<file path="config.mk">
export PLATFORM = sky130hd
export DESIGN_NAME = lif_top
export DESIGN_NICKNAME = d
export VERILOG_FILES = /design/src/lif_pkg.sv /design/src/lif_top.sv
export SDC_FILE = /design/constraint.sdc
export NUM_CORES = 1
export LEC_CHECK = 0
export BUFFER_PORTS_ARGS = -buffer_cell sky130_fd_sc_hd__buf_2
export CAP_MARGIN = 20
export CORE_MARGIN = 3
export CORE_UTILIZATION = 35
export DETAILED_ROUTE_END_ITERATION = 16
export HOLD_SLACK_MARGIN = 0.06
export PLACE_DENSITY = 0.67
export SYNTH_ARGS = -nofsm -noshare
export SYNTH_HDL_FRONTEND = slang
export SYNTH_SLANG_ARGS = --single-unit
</file>
<file path="constraint.sdc">
create_clock -name sys_clk -period 1.7 [get_ports sys_clk]
set_clock_uncertainty 0.1 [all_clocks]
set_input_delay 0.17 -clock sys_clk [delete_from_list [all_inputs] [get_ports sys_clk]]
set_output_delay 0.17 -clock sys_clk [all_outputs]
set_load 0.01 [all_outputs]
</file>
<file path="src/lif_pkg.sv">
// Constants for the line interface pins and frame end marker block.
// Assumes one 250 MHz clock and a simple register port from the host bus.
// How it works
// Scan bit 1 shows lock-lost input level
// Low means locked, high means lock lost
// 8-bit bus leaves upper lines idle
// Frame end mark high one bit
// Terminal equipment starts next frame on mark
// Bypass output follows drive bit 5
// Bypass bit held in register, reads back
package lif_pkg;
  // ----------------------------------------
  // Register map
  // ----------------------------------------
  localparam logic [7:0]  LIF_DRIVE_ADDR   = 8'h72;
  localparam logic [7:0]  LIF_SCAN_ADDR    = 8'h73;
  localparam int          LIF_EQ_BYP_BIT   = 5;
  localparam int          LIF_LOCK_BIT     = 1;
  localparam logic [7:0]  LIF_DRIVE_RESET  = 8'h00;
  localparam logic [7:0]  LIF_DRIVE_MASK   = 8'h20;
  // ----------------------------------------
  // Frame timing
  // ----------------------------------------
  localparam int          LIF_FRAME_BITS   = 4760;
  localparam logic [12:0] LIF_FRAME_LAST   = 13'(LIF_FRAME_BITS - 1);
endpackage : lif_pkg

</file>
<file path="src/lif_top.sv">
// Line interface scan/drive pins, bypass control and transmit frame end mark.
// Assumes the host bus gives one-cycle read/write strobes with an 8-bit address.
`timescale 1ns/1ns
module lif_top (
  input  wire logic        sys_clk,
  input  wire logic        nrst,
  input  wire logic        width16,
  input  wire logic        tx_bit_en,
  input  wire logic        recv_lock_lost_in,
  input  wire logic [7:0]  bus_addr,
  input  wire logic        bus_wr,
  input  wire logic        bus_rd,
  input  wire logic [15:0] bus_wdata,
  output logic      [15:0] bus_rdata,
  output logic      [15:0] bus_rdata_oe,
  output logic             eq_bypass_out,
  output logic             tx_frame_end_mark,
  output logic             recv_locked
);
  import lif_pkg::*;

  // ----------------------------------------
  // State
  // ----------------------------------------
  logic [7:0]  drive_r;
  logic [7:0]  drive_nxt;
  logic [15:0] rdata_r;
  logic [15:0] rdata_nxt;
  logic        rd_oe_r;
  logic        rd_oe_nxt;
  logic [12:0] bitcnt_r;
  logic [12:0] bitcnt_nxt;
  logic        mark_r;
  logic        mark_nxt;

  // ----------------------------------------
  // Decode
  // ----------------------------------------
  logic        wr_drive;
  logic        rd_drive;
  logic        rd_scan;
  logic        last_bit;

  function automatic logic hit(input logic [7:0] a, input logic [7:0] r);
    return a == r;
  endfunction : hit

  assign wr_drive = bus_wr && hit(bus_addr, LIF_DRIVE_ADDR);
  assign rd_drive = bus_rd && hit(bus_addr, LIF_DRIVE_ADDR);
  assign rd_scan  = bus_rd && hit(bus_addr, LIF_SCAN_ADDR);
  // Enable gates the compare, so a stalled bit clock cannot wrap early
  assign last_bit = tx_bit_en && (bitcnt_r == LIF_FRAME_LAST);

  // ----------------------------------------
  // Drive register
  // ----------------------------------------
  always_comb begin
    drive_nxt = drive_r;
    // bit 5 written
    if (wr_drive) begin
      // Unused drive bits dropped, so they read zero
      drive_nxt = bus_wdata[7:0] & LIF_DRIVE_MASK;
    end
  end

  // held between writes
  always_ff @(posedge sys_clk or negedge nrst) begin
    if (!nrst) begin
      drive_r <= LIF_DRIVE_RESET;
    end else begin
      drive_r <= drive_nxt;
    end
  end

  // ----------------------------------------
  // Read return
  // ----------------------------------------
  always_comb begin
    rdata_nxt = rdata_r;
    rd_oe_nxt = bus_rd;
    if (bus_rd) begin
      rdata_nxt = 16'h0000;
      if (rd_drive) begin
        rdata_nxt[7:0] = drive_r;
      end else if (rd_scan) begin
        // live lock-lost level
        rdata_nxt[LIF_LOCK_BIT] = recv_lock_lost_in;
      end
      // upper byte idle in 8-bit mode
      if (!width16) begin
        rdata_nxt[15:8] = 8'h00;
      end
    end
  end

  always_ff @(posedge sys_clk or negedge nrst) begin
    if (!nrst) begin
      rdata_r <= 16'h0000;
      rd_oe_r <= 1'b0;
    end else begin
      rdata_r <= rdata_nxt;
      rd_oe_r <= rd_oe_nxt;
    end
  end

  // ----------------------------------------
  // Frame end mark
  // ----------------------------------------
  // Mark holds until the next bit, so a slow bit clock sees a full bit
  always_comb begin
    bitcnt_nxt = bitcnt_r;
    mark_nxt   = mark_r;
    if (tx_bit_en) begin
      // one bit period high
      mark_nxt   = last_bit;
      bitcnt_nxt = last_bit ? 13'h0000 : bitcnt_r + 13'h0001;
    end
  end

  always_ff @(posedge sys_clk or negedge nrst) begin
    if (!nrst) begin
      bitcnt_r <= 13'h0000;
      mark_r   <= 1'b0;
    end else begin
      bitcnt_r <= bitcnt_nxt;
      mark_r   <= mark_nxt;
    end
  end

  // ----------------------------------------
  // Outputs
  // ----------------------------------------
  // pin follows stored bit
  assign eq_bypass_out     = drive_r[LIF_EQ_BYP_BIT];
  // terminal equipment realigns on this
  assign tx_frame_end_mark = mark_r;
  // low input means locked
  assign recv_locked       = ~recv_lock_lost_in;
  assign bus_rdata         = rdata_r;
  // upper lines never driven in 8-bit mode
  assign bus_rdata_oe      = {{8{rd_oe_r & width16}}, {8{rd_oe_r}}};
endmodule : lif_top

</file>
# After elaboration in Yosys (flattened, before gate mapping)
# Index checks and enable logic that the tools add are counted.
[totals] ff_bits=23 input_bits=31 out_inout_bits=35 wordCells=19
[classes] add_sub_neg=1 eq_ne=3 n_mux=4 bitwise=2 n_reduce_logical=4
[op_table] op="8-bit by 7-bit == test with 1-bit output (second input constant)" n=2
[op_table] op="13-bit by 1-bit adder with 13-bit output (second input constant)" n=1
[op_table] op="13-bit == test (second input constant)" n=1
[op_table] op="13-bit two-way mux" n=1
[op_table] op="1-bit logical AND" n=4
[op_table] op="4-bit two-way mux" n=1
[op_table] op="1-bit two-way mux" n=2
[op_table] op="1-bit AND" n=1
[op_table] op="1-bit NOT" n=1

# Logic depth before layout (Yosys ltp)
[logic_depth] word_depth=4 mapped_depth=5 mapped_depth_nobuf=4

# Worst setup path after synthesis
# OpenSTA, ideal clock, no wires.
[synth_timing] path_type="register -> register" startpoint="reg bitcnt_r[0]" endpoint="reg bitcnt_r[12]" setup_time_ns=0.078 t_arrival_ns=1.339 t_required_ns=1.522 setup_slack_ns=0.183 stages_incl_launch_ff=5 n_path_buf=0 synth_period_minus_slack_ns=1.517 cell_sequence="dfrtp_1 -> ha_1 -> nand4_1 -> or4_1 -> a21oi_1"
[synth_between] elab_chain_len=3 elab_cells_between_ends=4 cone_classes="add/sub: 1; eq/ne: 1; mux: 1; reduce/logical: 1"
[synth_lines] item="start, declared" line_no="lif_top.sv:31" text="logic [12:0] bitcnt_r;"
[synth_lines] item="start signal, assigned" line_no="lif_top.sv:125" text="bitcnt_r <= bitcnt_nxt;"
[synth_lines] item="branches (longest 2 deep; another with 13-bit by 1-bit adder with 13-bit output)"
[synth_lines] item="13-bit two-way mux (*)" line_no="lif_top.sv:116" text="bitcnt_nxt = last_bit ? 13'h0000 : bitcnt_r + 13'h0001;"
# Every way passes the cells marked *.
# A chain may end at the register's enable or synchronous reset.

# Worst setup path after layout
[layout_timing] startpoint="reg bitcnt_r[1]" endpoint="reg bitcnt_r[12]"
# The elaborated chain is that of the path after synthesis.

==> results <==
- The run finished with clean final reports.
- After detailed routing, the number of remaining DRC violations is 0.
- After synthesis, the share of flip-flops with an asynchronous set or reset is 1.00.
- The final cell area excluding filler cells is 0.00127 mm^2.
- Once the clock tree was built, the resizer swapped 0 gates to a different size.
- The number of library cell types mapped by synthesis is 31.
- The total wire length after detailed routing is 1990 um.
- The sum of negative setup slack is 0 ns.
- For this block, the via count after detailed routing is 831.
- The number of top-level design ports is 66.
- The area share of the largest cell type after synthesis is 0.411.
- The growth of design area from synthesis to finish is 15.9%.
- The largest fanout on the critical path is 4.
- The full die area is 0.00384 mm^2.
- sky130_fd_sc_hd__dfrtp_1 takes more of the synthesized area than any other cell.
- By area the synthesized netlist is led by sky130_fd_sc_hd__dfrtp_1, sky130_fd_sc_hd__buf_4, sky130_fd_sc_hd__xor2_1.
- After detailed routing, the average wire length per cell comes to 10.8 um.
- The total count of hold-check failures in the final report came to 0.
- Data on the critical path is required at its endpoint by 1.82 ns.
- The clock net in this run drives a total of 18 sinks.
- The overflow left after global routing is 0.
- The power density over the cells is 820 mW/mm^2.
- The HPWL reported at the end of detailed placement is 1600 um.
- The critical path is of the flip-flop to flip-flop type.
- The worst register-to-register path ends at bitcnt_r[12].
- In this run, synthesis inferred 0 flip-flops with an integrated enable.
- The portion of the clock cycle consumed by the worst path in the final layout is 0.927.
- For this run, the detailed router's first-pass iteration total came to 4.
- The total count of max-transition violations in the final report is 0.
- The peak-usage layer in the global routing report is met2.
- The number of violations reported at the end of detailed-routing iteration 0 is 15.
- The max-cap violation count is 0.
- The data arrival time of the worst path is 1.69 ns.
- The congestion estimate from routability-driven global placement came to 0.778.
- The switching portion of total power is 0.312.
- The cell count after synthesis is 110.
- The register area share after synthesis is 0.411.
- In the global route stage, met2 resource usage came out at 0.202.
- The tree is rooted in a sky130_fd_sc_hd__clkbuf_4.
- The number of diodes added for antenna fixing is 0.
- The starting density of the core is 0.381.
- IR analysis of the VDD net gives a maximum drop of 0.429 mV.
- In this run the remaining antenna-violating nets after routing total 0.
- After floorplanning, the core was sized to cover 0.00288 mm^2.
- The number of synthesized register bits is 18.
- Counting the buffers created by CTS gives 3.
- CTS built an H-tree with a depth of 1.
- Of the cells placed in the final design, the portion with a size suffix greater than 1 is 0.366.
- The share of total power dissipated in sequential elements is 0.557.
- After detailed placement, the design holds a cell count of 175.
- In the post-synthesis netlist, the cell with the most instances is sky130_fd_sc_hd__buf_4.
- In this run the critical register-to-register path is launched from bitcnt_r[1].
- Walking the worst path, the cells encountered are ha_1 -> nand4_1 -> or4_1 -> a21oi_1.
- A synthesized cell averages 9.95 um^2.
- The internal portion of the total power is 716 uW.
- The cell with the biggest individual delay on the critical path is sky130_fd_sc_hd__or4_1.
- The post-layout minimum cycle time is 1.58 ns.
- The routed via count divided by cell count is 4.52.
- The initial antenna violation count was 0.
- Port buffering added 36 buffers.
- In the global route stage, met1 resource usage came out at 0.131.
- Counting instances, the worst hold path has a depth of 3.
- The main flop type after synthesis is sky130_fd_sc_hd__dfrtp_1.
- The startpoint of the most critical hold path is tx_bit_en.
- The number of rows in the core area is 19.
- The synthesized area is 0.00109 mm^2.
- For flop-to-flop paths, the worst setup slack is 0.12 ns.
- For this run, global-route usage on met3 was measured as 0.0227.
- The overall die height is 61.9 um.
- The via count of the first global-routing pass is 756.
- Summed over all nets, the switching power comes to 325 uW.
- The endpoint type of the worst setup path is a flip-flop.
- The first-pass GRT wire length is 3190 um.
- Clock-pin slew was measured on the worst setup and hold paths at 0.10 ns.
- For this run, the number of Yosys warnings is 0.
- The die width is 61.9 um.
- Counting both buffers and inverters, the worst setup path holds a total of 0.
- Setup violations remaining at the end of the flow were counted as 0.
- Once layout is complete, the utilization of the core stands at 0.441.
- In this run the worst setup path begins at bitcnt_r[1].
- The number of buffers on the longest clock path is 2.
- The standard cell area after detailed placement is 0.00118 mm^2.
- For the worst flop-to-flop path, the logic depth is 4.
- The reported leakage power is 0.670 nW.
- For hold timing, the worst endpoint is bitcnt_r[1].
- The combinational cell fraction of total power is 0.192.
- The post-layout net count is 175.
- The later pin in the worst-skew pair is clocked with a latency of 0.29 ns.
- Summing internal, switching and leakage power gives 1.04 mW.
- Setup repair after global routing left no endpoint under its margin.
- The maximum number of pins on one net before global-route repair is 19.
- The count of non-filler cells in the finished layout is 184.
- The clock tree from TritonCTS is yes.
- The longest individual stage delay on the worst path is 0.51 ns.
- The cell type group with the largest total delay on the critical path is simple AND/OR/NAND/NOR gates.
- The kind of start point of the critical path is a flip-flop.
- Ranked by instance count, the synthesized netlist is headed by sky130_fd_sc_hd__buf_4, sky130_fd_sc_hd__dfrtp_1, sky130_fd_sc_hd__nand4_1.
- Of the total power, the clock network draws 0.251.
- The path type of the worst min-delay path is input port to flip-flop.
- The maximum achievable frequency is 0.634 GHz.
- For this run, the total global-route usage over all layers was measured as 0.110.
[cells in the final DEF, fill, tap and decap left out, types with 4 or more instances in the layout]
cell type and count:
sky130_fd_sc_hd__dfrtp_1 18, sky130_fd_sc_hd__inv_1 4, sky130_fd_sc_hd__xor2_1 6, sky130_fd_sc_hd__nor2_1 5, sky130_fd_sc_hd__dlygate4sd3_1 4, sky130_fd_sc_hd__buf_4 5, sky130_fd_sc_hd__nand2_1 6, sky130_fd_sc_hd__o21ai_0 4
sky130_fd_sc_hd__nand4_1 7, sky130_fd_sc_hd__conb_1 14, sky130_fd_sc_hd__buf_2 36
[how the worst max path moves through the flow]
stage	end	slack [ns]	depth (start not counted)
6_report	bitcnt_r[12]	0.12	4
5_1_grt	bitcnt_r[12]	0.009	4
4_1_cts	bitcnt_r[12]	0.11	4
3_5_place_dp	bitcnt_r[12]	0.13	4
3_3_place_gp	bitcnt_r[12]	0.17	4
2_1_floorplan	bitcnt_r[12]	0.18	4
[per-layer routing]
metal | vias up | wire, um
met5 | - | 0
met4 | 0 | 0
met3 | 0 | 137
met2 | 36 | 1010
met1 | 392 | 843
li1 | 403 | -
[worst reg2reg max path, stage by stage (launching register included)]
cell                      delay [ns]
sky130_fd_sc_hd__dfrtp_1        0.40
sky130_fd_sc_hd__ha_1           0.21
sky130_fd_sc_hd__nand4_1        0.11
sky130_fd_sc_hd__or4_1          0.51
sky130_fd_sc_hd__a21oi_1        0.16
[layout make-up]
type / count / area [um^2]
Timing Repair Buffer: 45 / 258
Clock buffer: 4 / 36.3
Tap cell: 42 / 52.6
Fill cell: 279 / 1610
Multi-Input combinational cell: 71 / 457
Sequential cell: 18 / 450
Inverter: 4 / 15.0
[power groups by stage]
stage	clock network [mW]	registers, mW	logic, mW
global placement	0	0.581	0.181
global route	0.291	0.594	0.234
finish	0.261	0.580	0.200
floorplan	0	0.566	0.169
CTS	0.263	0.581	0.196
detailed placement	0	0.592	0.188
[flip-flops by register name, summed over array words and instances (netlist names)]
register	count
tx_frame_end_mark	1
drive_r	1
bitcnt_r	13
rd_oe_r	1
bus_rdata	2
[kinds of logic (layout without fill, tap and decap cells)]
logic type / after synthesis / count (layout) / share of synthesized area
multiplexers: 1 / 1 / 0.0103
XOR/XNOR: 8 / 8 / 0.0640
flip-flops: 18 / 18 / 0.411
adder cells (fa/ha/maj): 1 / 1 / 0.0114
AO/OA/AOI/OAI: 11 / 11 / 0.0640
AND/OR/NAND/NOR: 36 / 36 / 0.219
buffers and inverters: 34 / 53 / 0.216
other: 1 / 14 / 0.00343
[timing repair]
item                                   in CTS  in global routing
setup endpoints to repair                   0                  1
hold buffers                                4                  0
endpoints found under the hold margin      22                  0
buffers inserted                            0                  1
[per-stage QoR]
| step | hold slack (ns) | setup WS, ns |
|---|---|---|
| 2_1_floorplan | -0.226 | 0.183 |
| 3_3_place_gp | 0.0167 | 0.166 |
| 3_5_place_dp | 0.0225 | 0.128 |
| 4_1_cts | 0.0909 | 0.112 |
| 5_1_grt | 0.0892 | 0.00873 |
| 6_report | 0.0873 | 0.124 |
Power figures use the tool's default switching activity.
